**src/rtl/rx_loss_pkg.sv**
```systemverilog
package rx_loss_pkg;
  localparam logic [3:0] CTRL_OFFS   = 4'h0;
  localparam logic [3:0] STATUS_OFFS = 4'h4;
  localparam logic [1:0] RESP_OKAY   = 2'h0;
  localparam logic [1:0] RESP_SLVERR = 2'h2;
  localparam int CLK_NS         = 100;
  localparam int ANALOG_LOSS_FLAG_MIN_US    = 1000;
  localparam int ANALOG_LOSS_FLAG_MAX_US    = 2600;
  localparam int ANALOG_LOSS_FLAG_MIN_CYC   = (ANALOG_LOSS_FLAG_MIN_US*1000 + CLK_NS - 1) / CLK_NS;
  localparam int ANALOG_LOSS_FLAG_MAX_CYC   = (ANALOG_LOSS_FLAG_MAX_US*1000) / CLK_NS;
  localparam logic [7:0] ANALOG_LOSS_FLAG_MIN_UI = 8'h0a;
  localparam logic [7:0] ANALOG_LOSS_FLAG_MAX_UI = 8'hff;
  localparam logic [7:0] DS1_ZEROS   = 8'h64;
  localparam logic [7:0] E1_ZEROS    = 8'hff;
  localparam logic [7:0] DS1_RUN_STRICT = 8'h0f;
  localparam logic [7:0] DS1_RUN_LOOSE  = 8'h63;
  localparam int DENSITY_SHIFT  = 3;
  localparam logic [7:0] CTRL_RESET = 8'h01;
  // Control fields; bit 0 is the least significant member.
  typedef struct packed {
    logic global_mask;
    logic channel_mask;
    logic alarm_mask;
    logic digital_loss_standard_select;
    logic analog_loss_timer_select;
    logic e1_mode;
    logic code_en;
    logic single_rail;
  } ctrl_t;
  typedef struct packed {
    logic digital_loss_flag_live;
    logic analog_loss_flag_live;
    logic digital_loss_flag_latched;
    logic analog_loss_flag_latched;
  } status_t;
endpackage : rx_loss_pkg
```
**src/rtl/rx_line_loss_violation_monitor.sv**
```systemverilog
`timescale 1ns/1ps
module rx_line_loss_violation_monitor #(
  parameter int ANALOG_LOSS_FLAG_MIN_CYCLES = rx_loss_pkg::ANALOG_LOSS_FLAG_MIN_CYC,
  parameter int UI_DIV          = 5
) (
  input  wire logic        mclk,                // System clock, 10 MHz.
  input  wire logic        rst,                 // Synchronous reset.
  input  wire logic        rx_bit_en,           // One recovered bit.
  input  wire logic        rx_pos,              // Positive pulse.
  input  wire logic        rx_neg,              // Negative pulse.
  input  wire logic        analog_below,        // Amplitude lost.
  output logic             neg_rail_violation_out, // Violation or rail.
  output logic             analog_loss_flag,    // Live analog loss.
  output logic             digital_loss_flag,   // Live digital loss.
  output logic             analog_loss_event,   // Unmasked rise pulse.
  input  wire logic        awvalid,             // AXI write address.
  output logic             awready,             // AXI write address.
  input  wire logic [3:0]  awaddr,              // AXI write address.
  input  wire logic        wvalid,              // AXI write data.
  output logic             wready,              // AXI write data.
  input  wire logic [31:0] wdata,               // AXI write data.
  input  wire logic [3:0]  wstrb,               // AXI byte strobes.
  output logic             bvalid,              // AXI write response.
  input  wire logic        bready,              // AXI write response.
  output logic [1:0]       bresp,               // AXI write response.
  input  wire logic        arvalid,             // AXI read address.
  output logic             arready,             // AXI read address.
  input  wire logic [3:0]  araddr,              // AXI read address.
  output logic             rvalid,              // AXI read data.
  input  wire logic        rready,              // AXI read data.
  output logic [31:0]      rdata,               // AXI read data.
  output logic [1:0]       rresp                // AXI read response.
);
  rx_loss_pkg::ctrl_t   ctrl_reg;
  rx_loss_pkg::status_t stat_reg;
  logic                 wr_go;
  logic                 rd_go;
  logic                 pulse;
  logic                 last_pol_reg;
  logic [6:0]           hist_reg;
  logic                 is_viol;
  logic                 viol_ok;
  logic [7:0]           zero_reg;
  logic [7:0]           win_reg;
  logic [7:0]           ones_reg;
  logic [7:0]           run_max_reg;
  logic [7:0]           win_len;
  logic [7:0]           run_lim;
  logic                 clr_ok;
  logic [15:0]          cyc_reg;
  logic [7:0]           ui_reg;
  logic [7:0]           div_reg;
  logic                 ui_tick;
  logic                 analog_loss_flag_set;
  logic                 analog_loss_flag_rd_clr;

  // Write and read are taken whole in one cycle; one of each may be open.
  assign wr_go   = awvalid && wvalid && !bvalid;
  assign awready = wr_go;
  assign wready  = wr_go;
  assign rd_go   = arvalid && !rvalid;
  assign arready = rd_go;

  // Control register; only the low byte lane holds fields.
  always_ff @(posedge mclk)
  begin
    if (rst)
      ctrl_reg <= rx_loss_pkg::CTRL_RESET;
    else if (wr_go && awaddr == rx_loss_pkg::CTRL_OFFS && wstrb[0])
      ctrl_reg <= wdata[7:0];
  end

  // Write response, error on any address but the control word.
  always_ff @(posedge mclk)
  begin
    if (rst)
    begin
      bvalid <= 1'b0;
      bresp  <= rx_loss_pkg::RESP_OKAY;
    end
    else if (wr_go)
    begin
      bvalid <= 1'b1;
      bresp  <= (awaddr == rx_loss_pkg::CTRL_OFFS) ?
                rx_loss_pkg::RESP_OKAY : rx_loss_pkg::RESP_SLVERR;
    end
    else if (bready)
      bvalid <= 1'b0;
  end

  // Read data; unmapped words read zero with an error response.
  always_ff @(posedge mclk)
  begin
    if (rst)
    begin
      rvalid <= 1'b0;
      rdata  <= 32'h0;
      rresp  <= rx_loss_pkg::RESP_OKAY;
    end
    else if (rd_go)
    begin
      rvalid <= 1'b1;
      rresp  <= rx_loss_pkg::RESP_OKAY;
      if (araddr == rx_loss_pkg::CTRL_OFFS)
        rdata <= {24'h0, ctrl_reg};
      else if (araddr == rx_loss_pkg::STATUS_OFFS)
        rdata <= {28'h0, stat_reg};
      else
      begin
        rdata <= 32'h0;
        rresp <= rx_loss_pkg::RESP_SLVERR;
      end
    end
    else if (rready)
      rvalid <= 1'b0;
  end

  // Line symbol decode: a mark repeating the last polarity is a violation.
  assign pulse   = rx_pos || rx_neg;
  assign is_viol = rx_bit_en && pulse &&
                   ((rx_pos && rx_neg) || (rx_neg == last_pol_reg));
  always_comb
  begin
    if (!ctrl_reg.code_en)
      viol_ok = 1'b0;
    else if (ctrl_reg.e1_mode)
      viol_ok = (hist_reg[2:0] == 3'b000) || (hist_reg[1:0] == 2'b00);
    else
      viol_ok = (hist_reg[2:0] == 3'b000) ||
                (hist_reg[5:0] == 6'b000110);
  end

  // Polarity memory and mark history; history bit 0 is the newest.
  always_ff @(posedge mclk)
  begin
    if (rst)
    begin
      last_pol_reg <= 1'b1;
      hist_reg     <= 7'h0;
    end
    else if (rx_bit_en)
    begin
      hist_reg <= {hist_reg[5:0], pulse};
      if (pulse)
        last_pol_reg <= rx_neg;
    end
  end

  // Dual rail passes the negative rail through untouched.
  always_ff @(posedge mclk)
  begin
    if (rst)
      neg_rail_violation_out <= 1'b0;
    else if (!ctrl_reg.single_rail)
      neg_rail_violation_out <= rx_neg;
    else
      neg_rail_violation_out <= is_viol && !viol_ok;
  end

  // Zero run counter saturates so a long silence cannot wrap.
  always_ff @(posedge mclk)
  begin
    if (rst)
      zero_reg <= 8'h0;
    else if (rx_bit_en && pulse)
      zero_reg <= 8'h0;
    else if (rx_bit_en && zero_reg != 8'hff)
      zero_reg <= zero_reg + 8'h1;
  end

  assign win_len = ctrl_reg.e1_mode ? rx_loss_pkg::E1_ZEROS
                                    : rx_loss_pkg::DS1_ZEROS;
  assign run_lim = ctrl_reg.digital_loss_standard_select ?
                   rx_loss_pkg::DS1_RUN_STRICT : rx_loss_pkg::DS1_RUN_LOOSE;
  assign clr_ok = ({ones_reg, 3'b000} >= {3'b000, win_len}) &&
                  (ctrl_reg.e1_mode || run_max_reg <= run_lim);

  // Density is judged over back-to-back windows, not a sliding one.
  always_ff @(posedge mclk)
  begin
    if (rst || (rx_bit_en && win_reg == win_len - 8'h1))
    begin
      win_reg     <= 8'h0;
      ones_reg    <= 8'h0;
      run_max_reg <= 8'h0;
    end
    else if (rx_bit_en)
    begin
      win_reg <= win_reg + 8'h1;
      if (pulse)
        ones_reg <= ones_reg + 8'h1;
      if (!pulse && zero_reg + 8'h1 > run_max_reg && zero_reg != 8'hff)
        run_max_reg <= zero_reg + 8'h1;
    end
  end

  // Digital loss: set on a zero run, cleared only at a good window end.
  always_ff @(posedge mclk)
  begin
    if (rst)
      digital_loss_flag <= 1'b0;
    else if (rx_bit_en && !pulse && zero_reg + 8'h1 >= win_len &&
             zero_reg != 8'hff)
      digital_loss_flag <= 1'b1;
    else if (rx_bit_en && win_reg == win_len - 8'h1 && clr_ok)
      digital_loss_flag <= 1'b0;
  end

  // Unit interval tick from the reference clock; the line clock is gone.
  assign ui_tick = (div_reg == 8'(UI_DIV - 1));
  always_ff @(posedge mclk)
  begin
    if (rst || ui_tick)
      div_reg <= 8'h0;
    else
      div_reg <= div_reg + 8'h1;
  end

  // Loss timers run while the amplitude is low and restart on return.
  always_ff @(posedge mclk)
  begin
    if (rst || !analog_below)
    begin
      cyc_reg <= 16'h0;
      ui_reg  <= 8'h0;
    end
    else
    begin
      if (cyc_reg != 16'hffff)
        cyc_reg <= cyc_reg + 16'h1;
      if (ui_tick && ui_reg != 8'hff)
        ui_reg <= ui_reg + 8'h1;
    end
  end

  assign analog_loss_flag_set = analog_below &&
                    (ctrl_reg.analog_loss_timer_select ?
                     (ui_reg >= rx_loss_pkg::ANALOG_LOSS_FLAG_MIN_UI) :
                     (cyc_reg >= 16'(ANALOG_LOSS_FLAG_MIN_CYCLES)));

  always_ff @(posedge mclk)
  begin
    if (rst)
      analog_loss_flag <= 1'b0;
    else
      analog_loss_flag <= analog_loss_flag_set;
  end

  // Sticky status; a new event in the reading cycle survives the clear.
  assign analog_loss_flag_rd_clr = rd_go && araddr == rx_loss_pkg::STATUS_OFFS;
  always_ff @(posedge mclk)
  begin
    if (rst)
      stat_reg <= '0;
    else
    begin
      stat_reg.analog_loss_flag_live <= analog_loss_flag;
      stat_reg.digital_loss_flag_live <= digital_loss_flag;
      stat_reg.analog_loss_flag_latched <= analog_loss_flag ||
                               (stat_reg.analog_loss_flag_latched && !analog_loss_flag_rd_clr);
      stat_reg.digital_loss_flag_latched <= digital_loss_flag ||
                               (stat_reg.digital_loss_flag_latched && !analog_loss_flag_rd_clr);
    end
  end

  always_ff @(posedge mclk)
  begin
    if (rst)
      analog_loss_event <= 1'b0;
    else
      analog_loss_event <= analog_loss_flag_set && !analog_loss_flag &&
                           !(ctrl_reg.alarm_mask || ctrl_reg.channel_mask ||
                             ctrl_reg.global_mask);
  end

  a_dual_passes: assert property (@(posedge mclk) disable iff (rst)
    !ctrl_reg.single_rail |=> neg_rail_violation_out == $past(rx_neg))
    else $error("dual rail output not the negative rail");
  a_raw_viol: assert property (@(posedge mclk) disable iff (rst)
    ctrl_reg.single_rail && !ctrl_reg.code_en && is_viol
    |=> neg_rail_violation_out)
    else $error("uncoded violation not reported");
  a_coded_ok: assert property (@(posedge mclk) disable iff (rst)
    ctrl_reg.single_rail && !is_viol |=> !neg_rail_violation_out)
    else $error("violation reported without cause");
  a_ds1_set: assert property (@(posedge mclk) disable iff (rst)
    !ctrl_reg.e1_mode && rx_bit_en && !pulse && zero_reg == 8'h63
    |=> digital_loss_flag)
    else $error("DS1 loss missed at 100 zeros");
  a_e1_set: assert property (@(posedge mclk) disable iff (rst)
    ctrl_reg.e1_mode && $rose(digital_loss_flag)
    |-> $past(zero_reg) == 8'hfe)
    else $error("E1 loss set at wrong count");
  a_run_clear: assert property (@(posedge mclk) disable iff (rst)
    rx_bit_en && pulse |=> zero_reg == 8'h0)
    else $error("zero run not cleared by a one");
  a_analog_loss_flag_early: assert property (@(posedge mclk) disable iff (rst)
    $rose(analog_loss_flag) && !ctrl_reg.analog_loss_timer_select
    |-> $past(cyc_reg) >= 16'(ANALOG_LOSS_FLAG_MIN_CYCLES))
    else $error("analog loss declared too early");
  a_analog_loss_flag_ui: assert property (@(posedge mclk) disable iff (rst)
    $rose(analog_loss_flag) && ctrl_reg.analog_loss_timer_select
    |-> $past(ui_reg) >= 8'h0a)
    else $error("analog loss declared under 10 UI");
  a_analog_loss_flag_sticky: assert property (@(posedge mclk) disable iff (rst)
    stat_reg.analog_loss_flag_latched && !analog_loss_flag_rd_clr |=> stat_reg.analog_loss_flag_latched)
    else $error("latched analog loss dropped without read");
endmodule : rx_line_loss_violation_monitor

```
**config.mk**
```make
export PLATFORM = sky130hd
export DESIGN_NAME = rx_line_loss_violation_monitor
export DESIGN_NICKNAME = d
export VERILOG_FILES = /design/src/rtl/rx_loss_pkg.sv /design/src/rtl/rx_line_loss_violation_monitor.sv
export SDC_FILE = /design/constraint.sdc
export NUM_CORES = 1
export LEC_CHECK = 0
export BUFFER_PORTS_ARGS = -buffer_cell sky130_fd_sc_hd__buf_2
export CORE_ASPECT_RATIO = 1.1
export CORE_UTILIZATION = 50
export DETAILED_ROUTE_END_ITERATION = 8
export HOLD_SLACK_MARGIN = 0.12
export PLACE_DENSITY = 0.76
export SLEW_MARGIN = 5
export SYNTH_ARGS = -nofsm -noshare
export SYNTH_HDL_FRONTEND = slang
export SYNTH_SLANG_ARGS = --single-unit
```
**constraint.sdc**
```tcl
create_clock -name mclk -period 2.3 [get_ports mclk]
set_input_delay 0.69 -clock mclk [delete_from_list [all_inputs] [get_ports mclk]]
set_output_delay 0.69 -clock mclk [all_outputs]
set_load 0.005 [all_outputs]
```
After elaboration in Yosys (flattened, before gate mapping):

Index checks and enable logic that the tools add are counted.
W data, S select, Z words.

* register bits: 125
* output and inout port bits: 45

* add/sub/neg operators: 7
* order comparisons: 6
* equal/unequal tests: 8
* multiplexer cells: 17
* reductions and logical operators: 55

Operators with widths (count)
* $add A8 B1 Y8 const B: 5
* $logic_and A1 B1 Y1: 25
* $add A16 B1 Y16 const B: 1
* $ge A16 B14 Y1 const B: 1
* $mux W8: 2
* $ne A16 B16 Y1 const B: 1
* $ne A8 B8 Y1 const B: 2
* $logic_or A1 B1 Y1: 12
* $ge A11 B8 Y1: 1
* $mux W1: 10
* $eq A8 B3 Y1 const B: 1
* $eq A8 B8 Y1: 1
* $ge A8 B4 Y1 const B: 1
* $ge A8 B8 Y1: 1
* $gt A8 B8 Y1: 1
* $le A8 B7 Y1: 1
* $logic_not A1 Y1: 8
* $logic_not A4 Y1: 2
* $sub A8 B1 Y8 const B: 1
* $mux W7: 1
* $eq A6 B3 Y1 const B: 1
* $mux W2: 3
* $reduce_bool A2 Y1: 3
* $eq A4 B3 Y1 const B: 1
* other kinds (6): 7

Depth between registers and ports, before layout:

* word-level depth: 7
* mapped depth: 10
* depth with buffers taken out: 9

Worst setup path before layout:

OpenSTA, ideal clock, no wires.

* path type: flip-flop to flip-flop
* from: register zero_reg[0]
* to: register run_max_reg[0]
* stages on the path, launching flop included: 11
* arrival: 2326 ps
* required time: 2176 ps
* setup slack: -150 ps
* path buffers: 1
* path through: dfxtp_1 > ha_1 > nand3_2 > or2_2 > xnor2_2 > ha_1 > nand4_1 > or2_2 > o311a_1 > buf_2 > mux2i_1

* longest elaborated chain between the ends: 5
* elaborated cells between the ends (all ways): 6
* those cells by class: 1 x add/sub; 1 x order compare; 1 x eq/ne; 3 x reduce/logical

Ends and longest elaborated chain
* from (decl): RTL line rx_line_loss_violation_monitor.sv:43 `logic [7:0] zero_reg;`
* from (signal assigned): RTL line rx_line_loss_violation_monitor.sv:168 `zero_reg <= zero_reg + 8'h1;`
* $add A8 B1 Y8: RTL line rx_line_loss_violation_monitor.sv:192, rx_line_loss_violation_monitor.sv:193
* $gt A8 B8 Y1: RTL line rx_line_loss_violation_monitor.sv:192 `if (!pulse && zero_reg + 8'h1 > run_max_reg && zero_reg != 8'hff)`
* $logic_and A1 B1 Y1 (2 in series): RTL line rx_line_loss_violation_monitor.sv:192
* $reduce_and A2 Y1 (no line)
* to (signal assigned): RTL line rx_line_loss_violation_monitor.sv:193 `run_max_reg <= zero_reg + 8'h1;`
* to (decl): RTL line rx_line_loss_violation_monitor.sv:46 `logic [7:0] run_max_reg;`

Several ways; a longest one is shown, not always the timed one.
A chain may end at the register's enable or synchronous reset.

Worst setup path after layout:

* from: register zero_reg[0]
* to: register run_max_reg[6]

The elaborated chain is that of the path after synthesis.

==> flow_metrics.tcl <==
set metrics [dict create \
    post_drt_wl_per_cell_microns 13.18 \
    status "finished, violations left" \
    max_stage_delay_ns 0.43 \
    required_ns 2.55 \
    start_util_pct 51.70 \
    drt-total-wl_microns 10040 \
    port_buffers 46 \
    syn_area_sq_mm 0.005112 \
    fin_skew_ns 0.01426 \
    ant_nets 0 \
    ys_async_sr_fraction_pct 0 \
    ys_types 63 \
    cts.clk_slew.worst_paths_ns 0.11 \
    ys.flop_type "dfxtp_1" \
    cpLargestDelayFamily "compound AO/OA/AOI/OAI gates" \
    ys_seq_area_share_pct 38.77 \
    ios 100 \
    clk_latency_ns 0.37 \
    vias 4083 \
    drc_errors 5 \
    fin_crit_ns 2.212 \
    fin_crit_sh_pct 96.17 \
    synth_compound_gate_area_share_pct 8.517 \
    powerDensity_mw_per_mm2 555.3 \
    synth_edf_count 0 \
    crit_arrival_ns 2.46 \
    synth_top_family_by_area "simple AND/OR/NAND/NOR gates" \
    cts_tree "built" \
    root_buffer "clkbuf_8" \
    coreArea_sq_mm 0.009889 \
    critPathSlowestCell "o311a_4" \
    dieArea_sq_mm 0.01063 \
    diodes 0 \
    antenna_found_initial 0 \
    crit_type "reg2reg" \
    cp-start-kind "flip-flop" \
    p_leak_nw 2.338 \
    drt_first_pass_iters 6 \
    drtIter0Drc 204 \
    violations "design-rule violations" \
    slew_violations 0 \
    grt_pass1_wl_microns 17460 \
    hold_class "reg2reg" \
    synth_mux_area_share_pct 4.895 \
    path_cells "ha_4 > nand3_2 > or2_4 > xnor2_2 > ha_1 > a21oi_1 > nor2b_1 > o311a_4 > mux2i_1" \
    numCtsBuffers 9 \
    track_usage_pct 20.13 \
    row_count 38 \
    cp_max_fo 8 \
    yosysTopAreaCellShare_pct 38.77 \
    die_h_microns 108.1 \
    htree_levels 3 \
    dp.final_hpwl_microns 7447 \
    grt_remaining_overflow 0 \
    dp.cells 745 \
    setup_viol 0 \
    cts_max_path_buffers 2 \
    grt_max_degree 32 \
    layout_common_cells "dfxtp_1 (94), nor2_1 (81), buf_2 (46)" \
    maxCapViolCount 0 \
    fin_ws_ns 0.08809 \
    drive_above_1_share_pct 19.31 \
    p_total_mw 3.196 \
    vias_per_cell 5.358 \
    grt_pass1_vias 4014 \
    synthTopCellsByArea "dfxtp_1 (39%), ha_1 (6.9%), nor2_1 (6.0%), mux2i_1 (4.9%), xnor2_1 (4.5%)" \
    clock_sinks 99 \
    yosys_warnings 0 \
    routabilityCongestion 0.8185 \
    dp_slack_ns -0.1336 \
    cp_num_buf_inv 0 \
    area_delta_synth_final_pct 12.58 \
    stdcell_count 762 \
    vdd.ir_drop.worst_uv 312.1 \
    layout_commonest_cell "dfxtp_1" \
    finalSetupTns_ns 0 \
    largest_reg_flops 16 \
    critPathCaptureType "flip-flop" \
    synth_xor_area_share_pct 8.027 \
    rsz0062_at_grt "yes" \
    layout.nets 720 \
    fmax_ghz 0.4521 \
    synth_top_area_cell "dfxtp_1" \
    die_w_microns 98.41 \
    synthAdderAreaFrac_pct 6.853 \
    hold_viol_final 0 \
    synth-simple-area-share_pct 25.40 \
    multi_input_area_sq_mm 0.002902 \
    nFillCells 859 \
    syn_inst 575 \
    regArea_sq_mm 0.001991 \
    syn_avg_cell_area_sq_um 8.891 \
    ys_ff_latch 99 \
]
[layer usage]
layer  share of wire [%]  vias to the layer above  global-route usage, %
li1                    -                     2062                      -
met1                  43                     1940                  22.81
met2                  53                       67                  37.22
met3                 3.2                       14                  4.913
met4                 1.4                        0                  6.397
met5                   0                        -                      0
[what timing repair did]
item	4_1_cts	5_1_grt
resized for setup	2	12
pin swaps	0	3
hold endpoints to repair	0	0
setup buffers	1	0
setup endpoints to repair	8	9
cloned	0	0
hold buffers	0	0
[worst reg2reg max path, delay by kind of cell (launching register included)]
| family | cells | cell delay (ns) |
|---|---|---|
| simple gates | 3 | 0.41 |
| fa+ha+maj | 2 | 0.44 |
| xor+xnor | 1 | 0.14 |
| mux | 1 | 0.15 |
| flops | 1 | 0.40 |
| compound gates | 2 | 0.56 |
[final cells by class]
cell class | count | share of cell area (%)
well taps | 120 | 2.609
clock buffers | 9 | 2.152
repair buffers | 73 | 7.522
multi-input cells | 434 | 50.41
clock inverters | 7 | 1.413
flip-flops and latches | 99 | 34.59
inverters | 20 | 1.304
[cell usage after synthesis, drive strengths merged (3+ instances only)]
master,n
nor3,21
a211oi,7
nand4,11
or2,3
mux2i,25
buf,35
nand2,33
nor2b,5
nand3b,16
nand3,27
ha,28
and2,3
inv,19
nand2b,10
nor2,83
and4,5
a31oi,3
o21a,3
xor2,19
dfxtp,99
o21ai,7
nor4,9
a21oi,30
clkbuf,12
xnor2,27
o211ai,3
and3,7
[through the flow]
step | cell area [sq um] | hold WS, ns | utilization, %
floorplan | 5226 | 0.4483 | -
global placement | 5493 | 0.4401 | 55.54
detailed placement | 5493 | 0.4464 | 55.54
CTS | 5717 | 0.4616 | 57.81
global route | 5756 | 0.4915 | 58.20
finish | 5756 | 0.4632 | 58.20
[cells by family after synthesis]
group,count (synthesis)
AO/OA/AOI/OAI,68
XOR/XNOR,46
adder cells (fa/ha/maj),28
buffers and inverters,67
flip-flops,99
multiplexers,25
other,1
AND/OR/NAND/NOR,241
[where the power goes]
group          internal (mW)  switching (mW)  total, mW  leakage (nW)
Combinational          0.112           0.140      0.252          1.43
Sequential              1.74          0.0322       1.78         0.804
Clock                  0.523           0.645       1.17         0.107
Total                   2.38           0.817       3.20          2.34
[path summary, 6_finish.rpt]
| check | start | to | slack [ns] | cells after the start |
|---|---|---|---|---|
| max | zero_reg[0] | run_max_reg[6] | 0.09 | 9 |
| min | rdata[7] | rdata[7] | 0.46 | 2 |
| max reg2reg | zero_reg[0] | run_max_reg[6] | 0.09 | 9 |
| min reg2reg | rdata[7] | rdata[7] | 0.46 | 2 |
Note: power is estimated with default switching activity, not from simulation.
